--- config.mk ---
export PLATFORM = sky130hd
export DESIGN_NAME = adc_status_mode_regs
export DESIGN_NICKNAME = d
export VERILOG_FILES = /design/src/verilog/adc_status_mode_regs.v
export VERILOG_INCLUDE_DIRS = /design/src /design/src/verilog
export SDC_FILE = /design/constraint.sdc
export NUM_CORES = 1
export LEC_CHECK = 0
export ABC_AREA = 1
export BUFFER_PORTS_ARGS = -buffer_cell sky130_fd_sc_hd__buf_2
export CORE_MARGIN = 2
export CORE_UTILIZATION = 49
export DETAILED_ROUTE_END_ITERATION = 8
export PLACE_DENSITY_LB_ADDON = 0.1
export SYNTH_ARGS = -nofsm -noshare
export SYNTH_HDL_FRONTEND = slang
export SYNTH_HIERARCHICAL = 1
export SYNTH_SLANG_ARGS = --single-unit
--- constraint.sdc ---
create_clock -name clk_sys_i -period 1.5 [get_ports clk_sys_i]
set_input_delay 0.15 -clock clk_sys_i [delete_from_list [all_inputs] [get_ports clk_sys_i]]
set_output_delay 0.15 -clock clk_sys_i [all_outputs]
set_load 0.005 [all_outputs]
--- src/verilog/adc_regs_consts.vh ---
`ifndef ADC_REGS_CONSTS_VH
`define ADC_REGS_CONSTS_VH
`define ADDR_STATUS 5'h01
`define ADDR_RATE_FILTER 5'h02
`define ADDR_CONV_CTRL 5'h03
`define CMD_WRITE_BLOCK 8'hF2
`define CMD_WRITE_PERMIT 8'hF5
`define BIT_LOCK 7
`define BIT_CHECK_ERR 6
`define BIT_AMP_UNDER 5
`define BIT_AMP_OVER 4
`define BIT_VREF_UNDER 3
`define BIT_NEW_SAMPLE 2
`define BIT_CLOCK_SRC 1
`define BIT_RESET_SEEN 0
`define RATE_FILTER_RESET 8'h24
`define CONV_CTRL_RESET 8'h01
`define CONV_CTRL_WMASK 8'h7F
`define RATE_MSB 7
`define RATE_LSB 3
`define FILT_MSB 2
`define FILT_LSB 0
`define RATE_FASTEST_BIT 4
`define RATE_FASTEST_CODE 5'h10
`define FILT_FIR 3'h4
`define FILT_LAST_VALID 3'h4
`define POL_MSB 6
`define POL_LSB 5
`define ONE_SHOT_BIT 4
`define DELAY_MSB 3
`define DELAY_LSB 0
`define LOCK_RESET 1'h0
`define FLAG_INIT 1'h0
`define RESET_SEEN_INIT 1'h1
`define RDATA_RESET 8'h00
`define RDATA_UNMAPPED 8'h00
`endif

--- src/verilog/adc_status_mode_regs.v ---
`timescale 1ns/100ps
`default_nettype none
`include "adc_regs_consts.vh"
// two-stage synchroniser; nothing but the second stage may be read
module sync_2ff #(
  parameter RESET_VAL = 1'h0
) (
  input wire clk_sys_i,
  input wire rstn_i,
  input wire async_i,
  output wire sync_o
);
  reg meta_r;
  reg sync_r;

  always @(posedge clk_sys_i or negedge rstn_i) begin
    if (!rstn_i) begin
      meta_r <= RESET_VAL;
      sync_r <= RESET_VAL;
    end else begin
      meta_r <= async_i;
      sync_r <= meta_r;
    end
  end

  assign sync_o = sync_r;
endmodule

// sticky flag; a set in the same cycle as a clear wins so that
// no event is lost to a host write or a conversion start
module sticky_flag #(
  parameter RESET_VAL = 1'h0
) (
  input wire clk_sys_i,
  input wire rstn_i,
  input wire set_i,
  input wire clr_i,
  output wire flag_o
);
  reg flag_r;
  reg flag_nxt;

  always @* begin
    flag_nxt = flag_r;
    if (set_i) begin
      flag_nxt = 1'h1;
    end else if (clr_i) begin
      flag_nxt = 1'h0;
    end
  end

  always @(posedge clk_sys_i or negedge rstn_i) begin
    if (!rstn_i) begin
      flag_r <= RESET_VAL;
    end else begin
      flag_r <= flag_nxt;
    end
  end

  assign flag_o = flag_r;
endmodule

module adc_status_mode_regs (
  input wire clk_sys_i,
  input wire rstn_i,
  input wire cmd_valid_i,
  input wire [7:0] cmd_byte_i,
  input wire wr_en_i,
  input wire rd_en_i,
  input wire [4:0] addr_i,
  input wire [7:0] wdata_i,
  input wire crc_mismatch_i,
  input wire amp_low_i,
  input wire amp_high_i,
  input wire vref_low_i,
  input wire conv_start_i,
  input wire sample_update_i,
  input wire data_read_i,
  input wire ext_clock_i,
  output reg [7:0] rdata_o,
  output wire write_blocked_o,
  output wire [4:0] rate_select_o,
  output wire [4:0] rate_index_o,
  output wire [2:0] filter_select_o,
  output wire filter_reserved_o,
  output wire [1:0] polarity_swap_select_o,
  output wire one_shot_select_o,
  output wire [3:0] delay_select_o,
  output wire ext_clock_o
);
  reg lock_r;
  reg lock_nxt;
  reg [7:0] rate_filter_r;
  reg [7:0] rate_filter_nxt;
  reg [7:0] conv_ctrl_r;
  reg [7:0] conv_ctrl_nxt;
  reg [7:0] rdata_nxt;
  wire amp_low_s;
  wire amp_high_s;
  wire vref_low_s;
  wire ext_clk_s;
  wire check_err_w;
  wire amp_under_w;
  wire amp_over_w;
  wire vref_under_w;
  wire new_sample_w;
  wire reset_seen_w;
  wire wr_ok;
  wire status_wr;
  wire check_err_clr;
  wire reset_seen_clr;
  wire [7:0] status_w;

  // analog comparator levels come from another domain
  sync_2ff #(.RESET_VAL(`FLAG_INIT)) u_sync_amp_low (
    .clk_sys_i(clk_sys_i),
    .rstn_i(rstn_i),
    .async_i(amp_low_i),
    .sync_o(amp_low_s)
  );

  sync_2ff #(.RESET_VAL(`FLAG_INIT)) u_sync_amp_high (
    .clk_sys_i(clk_sys_i),
    .rstn_i(rstn_i),
    .async_i(amp_high_i),
    .sync_o(amp_high_s)
  );

  sync_2ff #(.RESET_VAL(`FLAG_INIT)) u_sync_vref_low (
    .clk_sys_i(clk_sys_i),
    .rstn_i(rstn_i),
    .async_i(vref_low_i),
    .sync_o(vref_low_s)
  );

  // clock detect level is asynchronous as well
  sync_2ff #(.RESET_VAL(`FLAG_INIT)) u_sync_ext_clk (
    .clk_sys_i(clk_sys_i),
    .rstn_i(rstn_i),
    .async_i(ext_clock_i),
    .sync_o(ext_clk_s)
  );

  // lock blocks writes
  // a write beside a command still sees the old lock state
  assign wr_ok = wr_en_i & ~lock_r;
  assign status_wr = wr_ok & (addr_i == `ADDR_STATUS);

  always @* begin
    lock_nxt = lock_r;
    if (cmd_valid_i) begin
      if (cmd_byte_i == `CMD_WRITE_BLOCK) begin
        lock_nxt = 1'h1;
      end else if (cmd_byte_i == `CMD_WRITE_PERMIT) begin
        lock_nxt = 1'h0;
      end
    end
  end

  always @(posedge clk_sys_i or negedge rstn_i) begin
    if (!rstn_i) begin
      lock_r <= `LOCK_RESET;
    end else begin
      lock_r <= lock_nxt;
    end
  end

  // sticky; only a written 0 clears it
  assign check_err_clr = status_wr & ~wdata_i[`BIT_CHECK_ERR];
  sticky_flag #(.RESET_VAL(`FLAG_INIT)) u_check_err (
    .clk_sys_i(clk_sys_i),
    .rstn_i(rstn_i),
    .set_i(crc_mismatch_i),
    .clr_i(check_err_clr),
    .flag_o(check_err_w)
  );

  assign reset_seen_clr = status_wr & ~wdata_i[`BIT_RESET_SEEN];
  sticky_flag #(.RESET_VAL(`RESET_SEEN_INIT)) u_reset_seen (
    .clk_sys_i(clk_sys_i),
    .rstn_i(rstn_i),
    .set_i(1'h0),
    .clr_i(reset_seen_clr),
    .flag_o(reset_seen_w)
  );

  sticky_flag #(.RESET_VAL(`FLAG_INIT)) u_amp_under (
    .clk_sys_i(clk_sys_i),
    .rstn_i(rstn_i),
    .set_i(amp_low_s),
    .clr_i(conv_start_i),
    .flag_o(amp_under_w)
  );

  sticky_flag #(.RESET_VAL(`FLAG_INIT)) u_amp_over (
    .clk_sys_i(clk_sys_i),
    .rstn_i(rstn_i),
    .set_i(amp_high_s),
    .clr_i(conv_start_i),
    .flag_o(amp_over_w)
  );

  sticky_flag #(.RESET_VAL(`FLAG_INIT)) u_vref_under (
    .clk_sys_i(clk_sys_i),
    .rstn_i(rstn_i),
    .set_i(vref_low_s),
    .clr_i(conv_start_i),
    .flag_o(vref_under_w)
  );

  // new data since last data read; status reads keep it
  sticky_flag #(.RESET_VAL(`FLAG_INIT)) u_new_sample (
    .clk_sys_i(clk_sys_i),
    .rstn_i(rstn_i),
    .set_i(sample_update_i),
    .clr_i(data_read_i),
    .flag_o(new_sample_w)
  );

  always @* begin
    rate_filter_nxt = rate_filter_r;
    conv_ctrl_nxt = conv_ctrl_r;
    if (wr_ok && addr_i == `ADDR_RATE_FILTER) begin
      rate_filter_nxt = wdata_i;
    end
    if (wr_ok && addr_i == `ADDR_CONV_CTRL) begin
      conv_ctrl_nxt = wdata_i & `CONV_CTRL_WMASK;
    end
  end

  always @(posedge clk_sys_i or negedge rstn_i) begin
    if (!rstn_i) begin
      rate_filter_r <= `RATE_FILTER_RESET;
      conv_ctrl_r <= `CONV_CTRL_RESET;
    end else begin
      rate_filter_r <= rate_filter_nxt;
      conv_ctrl_r <= conv_ctrl_nxt;
    end
  end

  // lock and clock source into status
  assign status_w = {lock_r, check_err_w, amp_under_w, amp_over_w,
                     vref_under_w, new_sample_w, ext_clk_s,
                     reset_seen_w};

  // read mux; unmapped reads return zero
  always @* begin
    rdata_nxt = rdata_o;
    if (rd_en_i) begin
      case (addr_i)
        `ADDR_STATUS: begin
          rdata_nxt = status_w;
        end
        `ADDR_RATE_FILTER: begin
          rdata_nxt = rate_filter_r;
        end
        `ADDR_CONV_CTRL: begin
          rdata_nxt = conv_ctrl_r;
        end
        default: begin
          rdata_nxt = `RDATA_UNMAPPED;
        end
      endcase
    end
  end

  // registered so the answer stands until the next read
  always @(posedge clk_sys_i or negedge rstn_i) begin
    if (!rstn_i) begin
      rdata_o <= `RDATA_RESET;
    end else begin
      rdata_o <= rdata_nxt;
    end
  end

  assign write_blocked_o = lock_r;
  assign rate_select_o = rate_filter_r[`RATE_MSB:`RATE_LSB];
  assign rate_index_o = rate_select_o[`RATE_FASTEST_BIT] ?
                        `RATE_FASTEST_CODE : rate_select_o;
  assign filter_select_o = rate_filter_r[`FILT_MSB:`FILT_LSB];
  assign filter_reserved_o = filter_select_o > `FILT_LAST_VALID;
  assign polarity_swap_select_o = conv_ctrl_r[`POL_MSB:`POL_LSB];
  assign one_shot_select_o = conv_ctrl_r[`ONE_SHOT_BIT];
  assign delay_select_o = conv_ctrl_r[`DELAY_MSB:`DELAY_LSB];
  assign ext_clock_o = ext_clk_s;
endmodule
`default_nettype wire

==> metrics.yaml <==
global_route:
  antenna_found_initial: 0
  grt_first_pass_wirelength_um: 6480
  grt_pass1_vias: 1455
  overflow: 0
  grt.total_usage_pct: 20.3
  grt_max_degree: 22
worst_setup_path:
  crit_slowest_cell: "dfstp_2"
  worstPathArrival_ns: 1.12
  cp.depth: 3
  crit_chain: "inv_1 > nor2_1 > buf_2"
  r2r_setup_slack_ns: 0.26
  r2r-start: "write_blocked_o"
  crit_path_end_kind: "output pin"
  crit_path_max_fanout: 4
  startpoint_type: "register"
  rr_worst_depth: 4
  max_stage_delay_ns: 0.59
  criticalPathCategory: "register to output pin"
  crit_start: "rate_filter_r[5]"
  cp_data_required_time_ns: 1.35
  worst-path-buf-inv: 2
  endpoint: "rate_index_o[2]"
  cp_top_family: "flip-flops"
  r2r-end: "conv_ctrl_r[4]"
yosys:
  ys.flop_type: "dfrtp_1"
  ys_types: 23
  synth-seq-cells: 38
  synth_edf_count: 0
  yosys-top-cells-area: "dfrtp_1, nand2_1, nand4_1"
  synth_top_cell_by_area: "dfrtp_1"
  synth-async-reset-ratio_pct: 100
  syn-mean-instance-area_um2: 9.16
  synth_seq_area_share_pct: 52.2
  yosysWarnings: 6
  yosysMostFrequentCell: "nand2_1"
  synth_top_area_share_pct: 46.4
  synth_area_mm2: 0.00183
  synthCells: 200
  syn_nets: 234
  synthTopCellsByCount: "nand2_1, dfrtp_1, inv_1"
sta:
  skew_ns: 0.00574
  setup_tns_ns: 0
  finalHoldViolCount: 0
  finalCriticalPeriod_ns: 1.27
  rsz0062_at_grt: "no"
  period_share_pct: 84.3
  fmax_ghz: 0.790
  finalSetupViolations: 0
  report.final.slew_viol_count: 0
cts:
  cts_buffer_depth: 2
  clk_pin_slew_worst_paths_ns: 0.07
  cts-root-buf: "clkbuf_8"
  clk_latency_ns: 0.29
  postCtsSetupBuffers: 0
  cts_sinks: 38
  cts_inserted_buffers: 5
  cts_resized: 0
  h-tree-depth: 2
  cts_tree: "yes"
detailed_routing:
  wl_met3_um: 154
  wl_um: 3800
  vias_per_cell: 4.76
  drtAntennaViolNets: 0
  top_layer_used: "met4"
  vias: 1522
  drt-met1-wl_um: 1750
  remaining_drc_errors: 0
  drt_pass1_iterations: 4
  detail_route.iter0.violations: 44
  wl_per_cell_um: 11.9
  wl_met2_um: 1860
pwr:
  p_per_area_mw_per_mm2: 1150
  max-vdd-ir-drop_mv: 0.744
  leakagePower_nw: 1.30
cells_and_area:
  area_delta_synth_final_pct: 29.5
  nFillCells: 335
  diodes: 0
  postLayoutCoreUtil_pct: 65.3
  drive_gt1_share_pct: 39.0
  final_nets: 305
min_path:
  hp-class: "input pin to register"
floorplan:
  die_y_um: 65.1
  fp.dieArea_mm2: 0.00424
  die_w_um: 65.1
  ioPinCount: 65
  core_mm2: 0.00363
  initial_core_util_pct: 50.4
  rows: 22
placed_design:
  hpwl_um: 2910
  port_buffers: 64
  place_congestion: 0.773
outcome:
  status: "finished, final reports clean"
run:
  drv_cap: 0
-- cell type report --
class                      count  area, µm²  share of cell area (%)
sequential                    38        956                    40.3
clock inverter                 2       60.1                    2.53
timing repair buffer          72        405                    17.1
multi-input combinational    124        693                    29.2
tap                           48       60.1                    2.53
inverter                      30        115                    4.85
clock buffer                   6       82.6                    3.48
-- repair_timing --
| action | 4_1_cts | 5_1_grt |
|---|---|---|
| hold buffers | 5 | 0 |
| setup endpoints to repair | 0 | 0 |
| hold endpoints to repair | 17 | 0 |
-- through the flow --
stage	power, W	hold WS, ns	area [µm²]	setup WS, ns	cells
final	0.00273	0.0459	2370	0.235	320
after CTS	0.00276	0.0345	2370	0.235	320
after global routing	0.00287	0.0393	2370	0.155	320
after floorplan	0.00146	-0.146	1830	0.397	200
after global placement	0.00169	0.109	2180	0.273	307
after detailed placement	0.00169	0.112	2180	0.256	307
-- state kept, by name (all words and copies together), names as in the netlist --
signal / count
rate_filter_r: 8
rdata_o: 8
conv_ctrl_r: 7
u_amp_over/flag_o: 1
u_amp_under/flag_o: 1
u_check_err/flag_o: 1
u_new_sample/flag_o: 1
u_reset_seen/flag_o: 1
u_sync_amp_high/meta_r: 1
u_sync_amp_high/sync_o: 1
u_sync_amp_low/meta_r: 1
u_sync_amp_low/sync_o: 1
u_sync_ext_clk/meta_r: 1
u_sync_ext_clk/sync_o: 1
u_sync_vref_low/meta_r: 1
u_sync_vref_low/sync_o: 1
u_vref_under/flag_o: 1
write_blocked_o: 1
-- kinds of logic after synthesis --
group,count (synthesis),share of synthesized area (%)
other,1,0.205
AOI/OAI and AO/OA,16,7.58
buffers and inverters,38,9.97
DFF,38,52.2
and+or+nand+nor,107,30.1
-- cell usage in the layout, fill, tap and decap left out, types with 5 or more instances in the layout --
cell / count
nand3_1: 8
dfrtp_1: 34
buf_2: 64
dlygate4sd3_1: 5
nand4_1: 23
clkbuf_8: 6
nand2_1: 56
o21ai_2: 15
inv_1: 28
nor2_1: 8
-- where the power goes --
| part | internal (W) | switching, W | leakage [nW] |
|---|---|---|---|
| logic | 0.000207 | 0.000223 | 0.760 |
| clock network | 0.000709 | 0.000344 | 0.0714 |
| registers | 0.00114 | 0.000109 | 0.467 |
-- worst register-to-register path: stages (launching register included) --
cell and delay, ns:
dfrtp_1 0.44, nor2_4 0.21, nand4_4 0.26, nand2_1 0.16
o21ai_2 0.06
-- routing by layer --
layer / vias up / GRT usage [%]
met1: 696 / 25.8
met2: 38 / 34.0
met4: 0 / 8.33
met5: - / 0
li1: 785 / -
met3: 3 / 4.45
-- how the worst min path moves through the flow --
stage,start,to,slack (ns),cells past startpoint
4_1_cts,crc_mismatch_i,u_check_err/flag_o,0.03,3
5_1_grt,sample_update_i,u_new_sample/flag_o,0.04,3
3_5_place_dp,rstn_i,write_blocked_o,0.11,1
3_3_place_gp,rstn_i,write_blocked_o,0.11,1
6_report,sample_update_i,u_new_sample/flag_o,0.05,3
2_1_floorplan,rstn_i,conv_ctrl_r[1],-0.15,0
No activity file was read; power rests on OpenSTA's default activity.
